[src/flow_pulse_regs.svh]
// Constants of the flow pulse output control: switch code limit, pole pairs, timing, reset direction.
// Assumes a 40 MHz system clock and a pole wheel of 26 pole pairs.
`ifndef FLOW_PULSE_REGS_SVH
`define FLOW_PULSE_REGS_SVH

// Clock period in picoseconds (25 ns).
`define CLK_PERIOD_PS 32'd25000
// Blink half period in milliseconds, giving about 2 Hz.
`define BLINK_HALF_MS 32'd250
// Blink half period in clock cycles; scaled through nanoseconds so the product fits 32 bits.
`define BLINK_HALF_CYC ((`BLINK_HALF_MS * 32'd1000000) / (`CLK_PERIOD_PS / 32'd1000))
// Pole pairs of the scanned wheel.
`define POLE_PAIRS 32'd26
// Highest switch code that selects a factor.
`define FACTOR_LAST_CODE 4'h9
// Reset value of the stored preferred direction (forward).
`define PREF_DIR_RESET 1'b1

`endif

[src/flow_pulse_pkg.sv]
// Types of the flow pulse output control.
// Assumes nothing beyond the constants header.
package flow_pulse_pkg;
    // Output sequencer states, one-hot.
    typedef enum logic [2:0] {
        OUT_IDLE  = 3'b001,
        OUT_STEP  = 3'b010,
        OUT_GAP   = 3'b100
    } out_state_t;
endpackage

[src/quad_phase_gen.sv]
// Quadrature phase generator: one step per request moves A/B a quarter period.
// Assumes requests come from logic on the same clock.
`timescale 1ns/1ps
module quad_phase_gen (
    input  wire logic clk,
    input  wire logic arst_n,
    input  wire logic stepReq,
    input  wire logic stepFwd,
    output logic      phaseA,
    output logic      phaseB
);
    // Gray count of the quadrature position.
    logic [1:0] pos_reg;
    logic [1:0] pos_next;

    // Forward walks 00,01,11,10 so B trails A by a quarter period.
    assign pos_next = stepFwd ? {pos_reg[0], ~pos_reg[1]} : {~pos_reg[0], pos_reg[1]};

    // The position advances one quarter only on a step request.
    always_ff @(posedge clk or negedge arst_n) begin
        if (!arst_n) begin
            pos_reg <= 2'h0;
        end else if (stepReq) begin
            pos_reg <= pos_next;
        end
    end

    // Outputs come straight from the position flip-flops.
    assign phaseA = pos_reg[0];
    assign phaseB = pos_reg[1];
endmodule

[src/flow_pulse_output_control.sv]
// Flow pulse output control: filters oscillation, emits quadrature and lamps.
// Assumes rotor edge pulses and switches arrive from outside the clock domain.
// Summary of operation
// - Filter only when jumper enables it.
// - Net forward/backward edges while within half turn.
// - Release net pulses once half turn exceeded.
// - Store released burst direction as preferred.
// - Reverse switch swaps phases, inverts direction.
// - Codes 0-9 pick factors; A-F none, flashing.
// - New factor takes effect immediately.
// - Normal: green on, yellow and red off.
// - Configuration needed: all lamps on, no output.
// - Pickup or interpolator fault lights red.
// - Flow overload lights red.
// - Component defect: all flash, output off forever.
// - Red lamp only for measurement-affecting events.
// - Channel B lags A by quarter period.
// - Direction high positive, low negative.
// - Half turn is 26 pole pairs times factor.
`timescale 1ns/1ps
`include "flow_pulse_regs.svh"
module flow_pulse_output_control #(
    parameter int BAL_W    = 16,              // Width of the signed edge balance.
    parameter int BLINK_CYC = `BLINK_HALF_CYC  // Blink half period in cycles.
) (
    input  wire logic       clk,
    input  wire logic       arst_n,
    input  wire logic       edgeFwd,
    input  wire logic       edgeBwd,
    input  wire logic [3:0] factor_select_switch,
    input  wire logic       direction_swap_switch,
    input  wire logic       filter_enable_jumper,
    input  wire logic       configNeeded,
    input  wire logic       pickupFault,
    input  wire logic       flowOverload,
    input  wire logic       componentDefect,
    output logic            channelA,
    output logic            channelB,
    output logic            channelEnable,
    output logic            flow_sense_output,
    output logic            preferredDir,
    output logic [7:0]      pulse_multiplier_setting,
    output logic            pulse_active_lamp,
    output logic            lampYellow,
    output logic            lampRed
);
    // Maps a switch code to its interpolation factor, zero for no factor.
    function automatic logic [7:0] factor_of(input logic [3:0] code);
        logic [7:0] f;
        f = 8'h00;
        case (code)
            4'h0: f = 8'h01;
            4'h1: f = 8'h02;
            4'h2: f = 8'h05;
            4'h3: f = 8'h0A;
            4'h4: f = 8'h19;
            4'h5: f = 8'h20;
            4'h6: f = 8'h32;
            4'h7: f = 8'h40;
            4'h8: f = 8'h64;
            4'h9: f = 8'h80;
            default: f = 8'h00;
        endcase
        return f;
    endfunction

    // Two-stage synchronisers for every pin input.
    logic [10:0] syncA_reg;   // First stages, read only by the second.
    logic [10:0] syncB_reg;   // Second stages, used by the logic.
    logic        fwdPrev_reg; // Previous synchronised forward edge level.
    logic        bwdPrev_reg; // Previous synchronised backward edge level.

    // Both stages clear on reset and then follow the pins.
    always_ff @(posedge clk or negedge arst_n) begin
        if (!arst_n) begin
            syncA_reg <= 11'h000;
            syncB_reg <= 11'h000;
        end else begin
            syncA_reg <= {edgeFwd, edgeBwd, factor_select_switch, direction_swap_switch,
                          filter_enable_jumper, configNeeded, pickupFault, flowOverload};
            syncB_reg <= syncA_reg;
        end
    end

    // Named views of the synchronised inputs.
    wire       sFwd     = syncB_reg[10];
    wire       sBwd     = syncB_reg[9];
    wire [3:0] sCode    = syncB_reg[8:5];
    wire       sSwap    = syncB_reg[4];
    wire       sFilter  = syncB_reg[3];
    wire       sConfig  = syncB_reg[2];
    wire       sPickup  = syncB_reg[1];
    wire       sOverld  = syncB_reg[0];

    // The defect input is synchronised on its own pair and latched for good.
    logic defA_reg;
    logic defB_reg;
    logic defect_reg;

    // The defect latch never clears except by reset.
    always_ff @(posedge clk or negedge arst_n) begin
        if (!arst_n) begin
            defA_reg   <= 1'b0;
            defB_reg   <= 1'b0;
            defect_reg <= 1'b0;
        end else begin
            defA_reg   <= componentDefect;
            defB_reg   <= defA_reg;
            defect_reg <= defect_reg | defB_reg;
        end
    end

    // Rising edges of the rotor pulses, one cycle each.
    always_ff @(posedge clk or negedge arst_n) begin
        if (!arst_n) begin
            fwdPrev_reg <= 1'b0;
            bwdPrev_reg <= 1'b0;
        end else begin
            fwdPrev_reg <= sFwd;
            bwdPrev_reg <= sBwd;
        end
    end
    wire fwdEvt = sFwd & ~fwdPrev_reg;
    wire bwdEvt = sBwd & ~bwdPrev_reg;
    // Net change this cycle: both edges together cancel.
    wire evtUp   = fwdEvt & ~bwdEvt;
    wire evtDown = bwdEvt & ~fwdEvt;

    // Factor decode, applied as soon as the switch settles in sync.
    wire [7:0] factor   = factor_of(sCode);
    wire       noFactor = (sCode > `FACTOR_LAST_CODE);
    // Half a turn in edges: 26 pole pairs times factor.
    wire [BAL_W-1:0] halfTurn = BAL_W'(`POLE_PAIRS * 32'(factor));
    // Outputs are allowed only without blocking conditions.
    wire outAllowed = ~sConfig & ~defect_reg & ~noFactor;

    // Signed balance of held-back edges and the net released pulses owed.
    logic signed [BAL_W-1:0] bal_reg;
    logic signed [BAL_W-1:0] bal_next;
    logic        [BAL_W-1:0] owe_reg;
    logic        [BAL_W-1:0] owe_next;
    logic                    oweFwd_reg;
    logic                    oweFwd_next;
    logic                    pref_reg;
    logic                    pref_next;
    logic                    stepNow;
    flow_pulse_pkg::out_state_t st_reg;
    flow_pulse_pkg::out_state_t st_next;

    // Running balance after this cycle's edge.
    wire signed [BAL_W-1:0] balStep = bal_reg + (evtUp ? BAL_W'(1) : (evtDown ? -BAL_W'(1) : BAL_W'(0)));
    wire signed [BAL_W-1:0] halfS   = $signed(halfTurn);
    // Magnitude beyond half a turn triggers release.
    wire overFwd = balStep >  halfS;
    wire overBwd = balStep < -halfS;
    // Owed steps left once this cycle's step is taken, so a cancelling edge never wraps the count.
    wire [BAL_W-1:0] oweLeft = stepNow ? owe_reg - BAL_W'(1) : owe_reg;

    // Filter and release decisions.
    always_comb begin
        bal_next    = bal_reg;
        owe_next    = oweLeft;
        oweFwd_next = oweFwd_reg;
        pref_next   = pref_reg;
        if (!sFilter) begin
            // Unfiltered: every edge adds one owed step directly or cancels an owed step of the other direction.
            bal_next = '0;
            if (evtUp || evtDown) begin
                if (oweLeft == '0 || oweFwd_reg == evtUp) begin
                    owe_next    = oweLeft + BAL_W'(1);
                    oweFwd_next = evtUp;
                end else begin
                    owe_next = oweLeft - BAL_W'(1);
                end
            end
        end else if (owe_reg != '0) begin
            // A released burst still drains; new edges keep adding to the balance.
            bal_next = balStep;
        end else if (overFwd || overBwd) begin
            // Net motion beyond half a turn is released with its direction.
            owe_next    = overFwd ? $unsigned(balStep) : $unsigned(-balStep);
            oweFwd_next = overFwd;
            pref_next   = overFwd;
            bal_next    = '0;
        end else begin
            // Opposite edges cancel while within half a turn.
            bal_next = balStep;
        end
    end

    // Output sequencer: a step then a gap cycle, so each edge is seen.
    // A step fires only while something is still owed; a cancelled debt skips it.
    assign stepNow = (st_reg == flow_pulse_pkg::OUT_STEP) && (owe_reg != '0);
    always_comb begin
        st_next = st_reg;
        unique case (st_reg)
            flow_pulse_pkg::OUT_IDLE: begin
                if (owe_reg != '0 && outAllowed) begin
                    st_next = flow_pulse_pkg::OUT_STEP;
                end
            end
            flow_pulse_pkg::OUT_STEP: st_next = flow_pulse_pkg::OUT_GAP;
            flow_pulse_pkg::OUT_GAP:  st_next = flow_pulse_pkg::OUT_IDLE;
            default:                  st_next = flow_pulse_pkg::OUT_IDLE;
        endcase
    end

    // State registers of the filter and sequencer.
    always_ff @(posedge clk or negedge arst_n) begin
        if (!arst_n) begin
            bal_reg    <= '0;
            owe_reg    <= '0;
            oweFwd_reg <= 1'b1;
            pref_reg   <= `PREF_DIR_RESET;
            st_reg     <= flow_pulse_pkg::OUT_IDLE;
        end else begin
            bal_reg    <= bal_next;
            owe_reg    <= owe_next;
            oweFwd_reg <= oweFwd_next;
            pref_reg   <= pref_next;
            st_reg     <= st_next;
        end
    end

    // Quadrature pair, walked one quarter per released step.
    logic qA;
    logic qB;
    quad_phase_gen u_quad (
        .clk    (clk),
        .arst_n (arst_n),
        .stepReq(stepNow),
        .stepFwd(oweFwd_reg),
        .phaseA (qA),
        .phaseB (qB)
    );

    // Blink timer, about 2 Hz.
    logic [31:0] blinkCnt_reg;
    logic        blink_reg;
    wire         blinkWrap = (blinkCnt_reg == 32'(BLINK_CYC - 1));
    always_ff @(posedge clk or negedge arst_n) begin
        if (!arst_n) begin
            blinkCnt_reg <= 32'h0;
            blink_reg    <= 1'b0;
        end else begin
            blinkCnt_reg <= blinkWrap ? 32'h0 : blinkCnt_reg + 32'h1;
            blink_reg    <= blinkWrap ? ~blink_reg : blink_reg;
        end
    end

    // Lamp decode in priority: defect, configuration, alarm, no factor, normal.
    wire alarm    = sPickup | sOverld;
    wire greenNxt = defect_reg ? blink_reg : (sConfig ? 1'b1 : (noFactor ? blink_reg : 1'b1));
    wire yelNxt   = defect_reg ? blink_reg : sConfig;
    wire redNxt   = defect_reg ? blink_reg : (sConfig | alarm);
    // Swap exchanges phases and inverts the direction level.
    wire dirNxt   = oweFwd_reg ^ sSwap;

    // Registered outputs.
    always_ff @(posedge clk or negedge arst_n) begin
        if (!arst_n) begin
            channelA          <= 1'b0;
            channelB          <= 1'b0;
            channelEnable     <= 1'b0;
            flow_sense_output <= 1'b1;
            pulse_active_lamp <= 1'b0;
            lampYellow        <= 1'b0;
            lampRed           <= 1'b0;
            pulse_multiplier_setting <= 8'h00;
            preferredDir      <= `PREF_DIR_RESET;
        end else begin
            channelA          <= sSwap ? qB : qA;
            channelB          <= sSwap ? qA : qB;
            channelEnable     <= outAllowed;
            flow_sense_output <= dirNxt;
            pulse_active_lamp <= greenNxt;
            lampYellow        <= yelNxt;
            lampRed           <= redNxt;
            pulse_multiplier_setting <= factor;
            preferredDir      <= pref_reg;
        end
    end

    // Helper: a step in the sequencer is followed two cycles later by a channel change.
    property p_step_moves;
        @(posedge clk) disable iff (!arst_n)
        stepNow |=> ##1 ((channelA != $past(channelA)) || (channelB != $past(channelB)));
    endproperty
    a_step_moves: assert property (p_step_moves) else $error("step not seen on outputs");

    property p_no_out_blocked;
        @(posedge clk) disable iff (!arst_n)
        (st_reg == flow_pulse_pkg::OUT_IDLE && !outAllowed) |=> !stepNow;
    endproperty
    a_no_out_blocked: assert property (p_no_out_blocked) else $error("output while blocked");

    property p_defect_sticky;
        @(posedge clk) disable iff (!arst_n)
        defect_reg |=> defect_reg ##1 !channelEnable;
    endproperty
    a_defect_sticky: assert property (p_defect_sticky) else $error("defect cleared");

    property p_hold_within;
        @(posedge clk) disable iff (!arst_n)
        (sFilter && owe_reg == '0 && !overFwd && !overBwd) |=> (owe_reg == '0);
    endproperty
    a_hold_within: assert property (p_hold_within) else $error("released within half turn");

    property p_release;
        @(posedge clk) disable iff (!arst_n)
        (sFilter && owe_reg == '0 && overFwd) |=> (oweFwd_reg && pref_reg && owe_reg != '0);
    endproperty
    a_release: assert property (p_release) else $error("release missing");

    property p_nofilter;
        @(posedge clk) disable iff (!arst_n)
        !sFilter |=> (bal_reg == '0);
    endproperty
    a_nofilter: assert property (p_nofilter) else $error("balance kept unfiltered");

    property p_normal_lamps;
        @(posedge clk) disable iff (!arst_n)
        (!defect_reg && !sConfig && !alarm && !noFactor) |=> (pulse_active_lamp && !lampYellow && !lampRed);
    endproperty
    a_normal_lamps: assert property (p_normal_lamps) else $error("normal lamps wrong");

    property p_alarm_red;
        @(posedge clk) disable iff (!arst_n)
        (!defect_reg && alarm) |=> lampRed;
    endproperty
    a_alarm_red: assert property (p_alarm_red) else $error("alarm not red");

    property p_factor;
        @(posedge clk) disable iff (!arst_n)
        (sCode == 4'h9) |=> (pulse_multiplier_setting == 8'h80);
    endproperty
    a_factor: assert property (p_factor) else $error("factor decode wrong");
endmodule

[config.mk]
export PLATFORM = sky130hd
export DESIGN_NAME = flow_pulse_output_control
export DESIGN_NICKNAME = d
export VERILOG_FILES = /design/src/flow_pulse_pkg.sv /design/src/quad_phase_gen.sv /design/src/flow_pulse_output_control.sv
export VERILOG_INCLUDE_DIRS = /design/src
export SDC_FILE = /design/constraint.sdc
export NUM_CORES = 1
export LEC_CHECK = 0
export BUFFER_PORTS_ARGS = -buffer_cell sky130_fd_sc_hd__buf_2
export CORE_ASPECT_RATIO = 0.7
export CORE_MARGIN = 2
export CORE_UTILIZATION = 40
export CTS_BUF_LIST = sky130_fd_sc_hd__clkbuf_4 sky130_fd_sc_hd__clkbuf_8 sky130_fd_sc_hd__clkbuf_16
export CTS_CLUSTER_DIAMETER = 120
export DETAILED_ROUTE_END_ITERATION = 10
export GPL_TIMING_DRIVEN = 0
export MAX_ROUTING_LAYER = met4
export PLACE_DENSITY = 0.6
export SYNTH_ARGS = -nofsm -noshare
export SYNTH_HDL_FRONTEND = slang
export SYNTH_SLANG_ARGS = --single-unit
[constraint.sdc]
create_clock -name clk -period 8.1 [get_ports clk]
set_input_delay 1.62 -clock clk [delete_from_list [all_inputs] [get_ports clk]]
set_output_delay 1.62 -clock clk [all_outputs]
set_load 0.02 [all_outputs]
==> results.cfg, run 1 <==
[layout]
syn_to_final_growth_pct = 13.3
largest_reg_flops = 32
instances_no_fill = 1230
final_nets = 1050
ff_latch_area_um2 = 2880
drive_above_1_share_pct = 11.7
fillers = 1988
final_common_cell = dfrtp_1
multi_input_area_um2 = 5160
final_cell_mix = 110 x dfrtp_1, 87 x ha_1, 80 x nor2_1
diodes = 0

[power]
powerDensity_nw_per_um2 = 283
vdd_drop_max_mv = 0.139
leakagePower_nw = 4.40
power_mw = 2.69

[setup_path]
r2r-start = syncB_reg[9]
worstPathRequired_ps = 8430
worstPathMaxFanout = 10
critPathKind = flip-flop to flip-flop
end_kind = flip-flop
worstPathArrival_ps = 7610
cp-startpoint = syncB_reg[9]
rr_worst_depth = 24
timing.rr.end = bal_reg[8]
worstSetupStartpointType = flip-flop
cp-endpoint = bal_reg[8]
r2r_slack_ps = 820

[clock_tree]
tritoncts = yes
cts_buffer_depth = 2
path_clk_slew_ps = 60
insertion_delay_ps = 420
cts_buffers = 17
ctsHtreeMaxLevel = 4
clock_sinks = 115
post_cts_buffers = 0
ctsHoldBuffers = 0
root_buffer = clkbuf_16
cts-resized-gates = 0

[timing]
hold_viol_final = 0
timing.fmax_ghz = 0.137
fin_tns_setup_ps = 0
period_share_pct = 89.9
rsz0062_at_grt = no
maxSlewViolCount = 0
min_period_ps = 7280
finalSetupViolations = 0
hold_slack_ps = 346
tightest_slew_ps = 889
fin_skew_ps = 10.6
slew_headroom_pct = 40.8

[synth]
synth_seq_cells = 115
syn_area_um2 = 8370
synth-main-ff-cell = dfrtp_1
syn-num-nets = 1001
syn_avg_cell_area_um2 = 9.37
synth_edf_count = 0
yosysWarnings = 0
async_reset_ff_share_pct = 100
ys_types = 87
synthCells = 893
yosysSeqAreaShare_pct = 34.5

[floorplan]
start_util_pct = 40.5
die_w_um = 177
core_area_um2 = 20600
num_rows = 44
die_y_um = 125
die_area_um2 = 22100
ios = 30

[routing]
first_iter_violations = 697
antenna_left = 0
num_vias = 6730
avgViaCountPerCell = 5.47
route.detailed.drc = 0
first_pass_iters = 5
wl_per_cell_um = 16.4
wl_um = 20200

[global_routing]
grt_overflow = 0
grt_max_degree = 96
grt_pass1_wl_um = 34000
grt.total_usage_pct = 19.9
grt_pass1_vias = 6477
antenna_found_initial = 0

[placement]
dpl.hpwl_um = 15100
gp_congestion = 0.972
dp_cells = 1199
port_buffers = 29

[outcome]
outcome = complete, no violations

[min_path]
min_path_type = flip-flop to flip-flop

[run]
maxCapViolations = 0
==> metal layers <==
metal	share of wire (%)	GRT usage, %	vias up
met2	38	25.7	204
li1	-	-	3329
met3	6.0	3.95	26
met1	54	31.1	3171
met4	1.5	5.06	0
met5	0	-	-
==> cell usage after synthesis, drive strengths merged, types with 8 or more instances <==
master,n,area [µm²]
xor2,37,324
a211oi,9,82.6
xnor2,54,480
and2,12,75.1
nand2b,12,75.1
a21o,15,114
nor3,30,155
nor2,80,300
dfrtp,110,2750
and3,16,100
ha,87,1090
or3,12,81.3
o21a,9,68.8
o21ai,40,204
or2,8,50.1
clkbuf,14,62.6
nor4,14,106
nand4,19,125
o211ai,9,67.6
nand3,30,155
nand2,49,184
a21oi,46,230
o21bai,8,60.1
inv,57,216
==> logic make-up after synthesis <==
| logic type | Yosys count | share of synthesized area (%) |
|---|---|---|
| flops | 115 | 34.5 |
| fa+ha+maj | 94 | 14.7 |
| buf+inv | 78 | 3.92 |
| simple gates | 312 | 19.6 |
| compound gates | 193 | 16.4 |
| xor+xnor | 91 | 9.61 |
| mux | 10 | 1.24 |
==> critical path: stages (launching register included) <==
cell       delay, ps
dfrtp_1          370
nand2b_1         100
inv_1             50
ha_1             260
clkbuf_1         400
clkinv_1         410
ha_1             360
fa_1             420
a21o_1           230
a221oi_2         400
o21a_1           200
o21ai_0          110
xnor2_1          410
inv_1            250
ha_1             400
nand4_1          110
nor4_1           500
a31o_2           200
o31a_1           240
nand2_1          130
a2111oi_4        470
or3_1            270
buf_2            310
nand2_1          340
a21oi_1          240
==> layout make-up <==
class | count | share of cell area (%)
multi-input combinational | 700 | 54.4
sequential | 115 | 30.4
clock buffer | 18 | 4.57
tap | 276 | 3.64
inverter | 58 | 2.32
clock inverter | 13 | 1.61
timing repair buffer | 30 | 1.89
buffer | 20 | 1.14
==> per-stage QoR <==
stage | utilization [%] | worst slack, ps | area (µm²)
6_report | 45.9 | 822 | 9480
3_3_place_gp | 42.9 | 1030 | 8860
5_1_grt | 45.9 | 116 | 9480
3_5_place_dp | 43.1 | 1010 | 8890
4_1_cts | 45.9 | 937 | 9480
2_1_floorplan | - | 2410 | 8370
==> power breakdown <==
group | leakage, nW | internal, mW | total, mW | switching (mW)
combinational | 2.67 | 0.503 | 1.23 | 0.724
clock | 0.277 | 0.459 | 0.757 | 0.298
sequential | 1.46 | 0.642 | 0.704 | 0.0616
==> worst min path at each step <==
stage                 start           end  cells past startpoint
2_1_floorplan      defA_reg      defB_reg                      0
3_3_place_gp   syncA_reg[3]  syncB_reg[3]                      0
3_5_place_dp   syncA_reg[3]  syncB_reg[3]                      0
4_1_cts        syncA_reg[7]  syncB_reg[7]                      0
5_1_grt            defA_reg      defB_reg                      0
6_report       syncA_reg[3]  syncB_reg[3]                      0
No activity file was read; power rests on OpenSTA's default activity.
==> run 2, diff against run 1 <==
- PLACE_DENSITY: 0.6 -> not set
- PLACE_DENSITY_LB_ADDON: not set -> 0.3
==> run 2 against run 1 <==
- highest routed layer unchanged
- worst hold slack gained 0.72 ps
- clock power about the same
- register-to-register slack got worse by 60 ps
- clock skew about the same
- critical path type unchanged
- final area barely moved
- largest power group unchanged
- sequential power about the same
- wire length up 0.25%
- flip-flop and latch count did not move
- non-clock buffer count unchanged
==> results.cfg, run 2 (synthesis results as in run 1) <==
[layout]
fillers = 1995
diodes = 0
drive_above_1_share_pct = 11.8
final_common_cell = dfrtp_1
syn_to_final_growth_pct = 13.3
largest_reg_flops = 32
instances_no_fill = 1231
final_cell_mix = 110 x dfrtp_1, 87 x ha_1, 80 x nor2_1
stdcell_area_um2 = 9480
final_nets = 1050

[routing]
first_pass_iters = 5
avgViaCountPerCell = 5.47
first_iter_violations = 500
route.detailed.drc = 0
antenna_left = 0
wl_per_cell_um = 16.4
wl_um = 20200
num_vias = 6728

[setup_path]
critical-path-max-stage-delay_ps = 480
worstPathMaxFanout = 10
critical_path.top_delay_family = compound AO/OA/AOI/OAI gates
path_buf_inv = 4
crit_path_top_delay_cell = nor4_1
end_kind = flip-flop
worstPathArrival_ps = 7690
critPathKind = flip-flop to flip-flop
worstPathRequired_ps = 8450
timing.critical_path.cells = nand2b_1 -> ha_1 -> clkbuf_1 -> clkinv_1 -> ha_1 -> fa_1 -> a21o_1 -> a221oi_2 -> o21a_1 -> o21ai_0 -> xnor2_1 -> inv_1 -> ha_1 -> nand4_1 -> nor4_1 -> a31o_2 -> o31a_1 -> nand2_1 -> a2111oi_4 -> or3_1 -> buf_2 -> nand2_1 -> a21oi_1
path_common_cell = ha_1
worstSetupStartpointType = flip-flop

[timing]
timing.fmax_ghz = 0.136
setup_ws_ps = 758
tightest_slew_ps = 883
finalSetupViolations = 0
fin_tns_setup_ps = 0
slew_headroom_pct = 41.1
rsz0062_at_grt = no
hold_viol_final = 0
fin_skew_ps = 10.3
maxSlewViolCount = 0
period_share_pct = 90.6
min_period_ps = 7340

[power]
power.share.sequential_pct = 26.1
switching_share_pct = 41.1
leakagePower_nw = 4.42
p_int_mw = 1.58
p_switching_mw = 1.11
power_frac_comb_pct = 45.7
vdd_drop_max_mv = 0.162
powerDensity_nw_per_um2 = 284
clock_power_share_pct = 28.1
power_mw = 2.69

[clock_tree]
clock_sinks = 115
cts_buffer_depth = 2
ctsHtreeMaxLevel = 4
cts-resized-gates = 0
post_cts_buffers = 0
cts_buffers = 17
root_buffer = clkbuf_16
ctsHoldBuffers = 0
tritoncts = yes
path_clk_slew_ps = 60
insertion_delay_ps = 430

[run]
maxCapViolations = 0

[floorplan]
start_util_pct = 40.5
num_rows = 44
ios = 30
die_area_um2 = 22100
core_area_um2 = 20600
die_w_um = 177
die_y_um = 125

[placement]
dp_cells = 1199
post-place-ws_ps = 976
dpl.hpwl_um = 15200
gp_congestion = 0.908
port_buffers = 29
placed_area_um2 = 8890

[global_routing]
antenna_found_initial = 0
grt_max_degree = 93
grt.total_usage_pct = 20.0
grt_pass1_wl_um = 34000
grt_pass1_vias = 6488
grt_overflow = 0

[min_path]
min_path_type = flip-flop to flip-flop

[outcome]
outcome = complete, no violations
==> run 2: cell type report <==
class | count | area, µm² | area share (%)
plain buffers | 20 | 108 | 1.13
clock inverters | 15 | 164 | 1.73
well taps | 276 | 345 | 3.64
repair buffers | 30 | 179 | 1.89
multi-input cells | 700 | 5160 | 54.4
clock buffers | 17 | 425 | 4.49
inverters | 58 | 220 | 2.32
flip-flops and latches | 115 | 2880 | 30.4
==> run 2: stage by stage <==
step | hold WS (ps) | util, %
global route | 356 | 45.9
detailed placement | 335 | 43.1
finish | 347 | 45.9
floorplan | 331 | -
global placement | 332 | 42.9
CTS | 349 | 45.9
==> run 2: worst paths after layout <==
| check | cells past startpoint | end | start | slack (ps) |
|---|---|---|---|---|
| worst max-delay path | 23 | bal_reg[8] | fwdPrev_reg | 760 |
| worst min-delay path | 0 | syncB_reg[10] | syncA_reg[10] | 350 |
| worst max register to register | 23 | bal_reg[8] | fwdPrev_reg | 760 |
| worst min register to register | 0 | syncB_reg[10] | syncA_reg[10] | 350 |
| max in group asynchronous | 2 | st_reg[0] | arst_n | 6280 |
| min in group asynchronous | 1 | bal_reg[8] | arst_n | 1040 |
==> run 2: metal layers <==
metal	global-route usage, %	part of all wire, %	up-vias
met5	-	0	-
met4	6.47	1.6	0
met3	3.68	5.7	31
met2	25.8	39	196
met1	30.8	54	3177
li1	-	-	3324
==> run 2: power by group through the flow <==
stage / Combinational, mW / Sequential, mW / Clock (mW)
floorplan: 0.931 / 0.703 / 0
global placement: 1.18 / 0.709 / 0
detailed placement: 1.20 / 0.710 / 0
CTS: 1.21 / 0.701 / 0.776
global route: 1.37 / 0.712 / 0.799
finish: 1.23 / 0.703 / 0.757
==> run 3, diff against run 2 <==
==> constraint.sdc (replaced) <==
create_clock -name clk -period 8.1 [get_ports clk]
set_input_delay 0.405 -clock clk [delete_from_list [all_inputs] [get_ports clk]]
set_output_delay 0.405 -clock clk [all_outputs]
set_load 0.02 [all_outputs]
==> run 3 against run 2 <==
- worst hold slack got worse by 270 ps
- global-route usage unchanged
- non-clock buffer count increased by 1
- clock power about the same
- setup slack got worse by 27 ps
- highest routed layer unchanged
==> results.cfg, run 3 (synthesis results as in run 1) <==
[outcome]
outcome = complete, no violations

[setup_path]
worstSetupStartpointType = flip-flop
worstPathArrival_ps = 7720
critical-path-max-stage-delay_ps = 490
path_buf_inv = 4
timing.critical_path.cells = nand2b_1 -> ha_1 -> clkbuf_1 -> clkinv_1 -> ha_1 -> fa_1 -> a21o_1 -> a221oi_2 -> o21a_1 -> o21ai_0 -> xnor2_1 -> inv_1 -> ha_1 -> nand4_1 -> nor4_1 -> a31o_2 -> o31a_1 -> nand2_1 -> a2111oi_4 -> or3_1 -> buf_2 -> nand2_1 -> a21oi_1
end_kind = flip-flop
critical_path.top_delay_family = compound AO/OA/AOI/OAI gates
worstPathRequired_ps = 8450
worstPathMaxFanout = 10
critPathKind = flip-flop to flip-flop
crit_path_top_delay_cell = xnor2_1
path_common_cell = ha_1

[placement]
dp_cells = 1199
gp_congestion = 0.908
port_buffers = 29
dpl.hpwl_um = 15200

[layout]
final_cell_mix = 110 x dfrtp_1, 87 x ha_1, 80 x nor2_1
drive_above_1_share_pct = 11.8
largest_reg_flops = 32
fillers = 1994
ff_latch_area_um2 = 2880
final_common_cell = dfrtp_1
multi_input_area_um2 = 5160
final_nets = 1051
diodes = 0
instances_no_fill = 1232
syn_to_final_growth_pct = 13.4

[clock_tree]
cts_buffer_depth = 2
path_clk_slew_ps = 60
tritoncts = yes
ctsHtreeMaxLevel = 4
clock_sinks = 115
root_buffer = clkbuf_16
post_cts_buffers = 0
cts_buffers = 17
insertion_delay_ps = 430

[timing]
min_period_ps = 7370
slew_headroom_pct = 40.8
period_share_pct = 91.0
fin_tns_setup_ps = 0
fin_skew_ps = 10.5
rsz0062_at_grt = no
finalSetupViolations = 0
maxSlewViolCount = 0
hold_viol_final = 0
tightest_slew_ps = 888
timing.fmax_ghz = 0.136

[floorplan]
die_area_um2 = 22100
start_util_pct = 40.5
ios = 30
num_rows = 44
core_area_um2 = 20600
die_y_um = 125
die_w_um = 177

[global_routing]
busiest_layer = met1
grt_pass1_wl_um = 34000
antenna_found_initial = 0
met1_usage_pct = 30.8
grt_util_met3_pct = 3.65
grt_overflow = 0
met2_usage_pct = 25.8
grt.total_usage_pct = 20.0
grt_pass1_vias = 6488
grt_max_degree = 93

[power]
p_switching_mw = 1.11
switching_share_pct = 41.2
p_int_mw = 1.58
clock_power_share_pct = 28.1
power_frac_comb_pct = 45.8
power_mw = 2.69
power.share.sequential_pct = 26.1
powerDensity_nw_per_um2 = 284
leakagePower_nw = 4.42
vdd_drop_max_mv = 0.162

[routing]
avgViaCountPerCell = 5.48
num_vias = 6752
route.detailed.drc = 0
antenna_left = 0
first_iter_violations = 474
first_pass_iters = 5
wl_per_cell_um = 16.5
wl_um = 20300

[min_path]
min_path_type = input pin to flip-flop

[run]
maxCapViolations = 0
run 3: stage by stage:
stage / hold WS (ps) / setup WS [ps] / utilization (%) / cell area [µm²]
after floorplan: 109 / 2410 / - / 8370
after global placement: 332 / 1010 / 42.9 / 8860
after detailed placement: 286 / 976 / 43.1 / 8890
after CTS: 53.4 / 939 / 46.0 / 9490
after global routing: 65.2 / 345 / 46.0 / 9490
final: 78.6 / 731 / 46.0 / 9490
run 3: repair_timing:
| item | 4_1_cts | 5_1_grt |
|---|---|---|
| hold buffers | 1 | 0 |
| endpoints found under the hold margin | 23 | 0 |
| gates resized for setup | 0 | 0 |
run 3: worst paths after layout:
kind | endpoint | slack (ps) | startpoint | cells past startpoint
worst max register to register | bal_reg[8] | 730 | fwdPrev_reg | 23
max in group asynchronous | st_reg[0] | 6930 | arst_n | 3
worst max-delay path | bal_reg[8] | 730 | fwdPrev_reg | 23
worst min-delay path | syncA_reg[9] | 80 | edgeBwd | 1
worst min register to register | syncB_reg[10] | 350 | syncA_reg[10] | 0
min in group asynchronous | bal_reg[8] | 400 | arst_n | 2
run 3: power by group through the flow:
stage / clock, mW / sequential [mW] / combinational (mW)
3_3_place_gp: 0 / 0.709 / 1.18
3_5_place_dp: 0 / 0.710 / 1.20
6_report: 0.756 / 0.703 / 1.23
2_1_floorplan: 0 / 0.703 / 0.931
4_1_cts: 0.776 / 0.701 / 1.21
5_1_grt: 0.799 / 0.712 / 1.37
run 3: per-layer routing:
layer	wire (µm)	share of wire, %
met4	322	1.6
met1	10900	54
met2	7880	39
met5	0	0
met3	1150	5.7
run 3: final cells by class:
| type | instances | area share, % |
|---|---|---|
| inverter | 58 | 2.32 |
| tap | 276 | 3.64 |
| sequential | 115 | 30.4 |
| buffer | 20 | 1.13 |
| multi-input combinational | 700 | 54.3 |
| clock buffer | 17 | 4.48 |
| clock inverter | 15 | 1.73 |
| timing repair buffer | 31 | 1.99 |
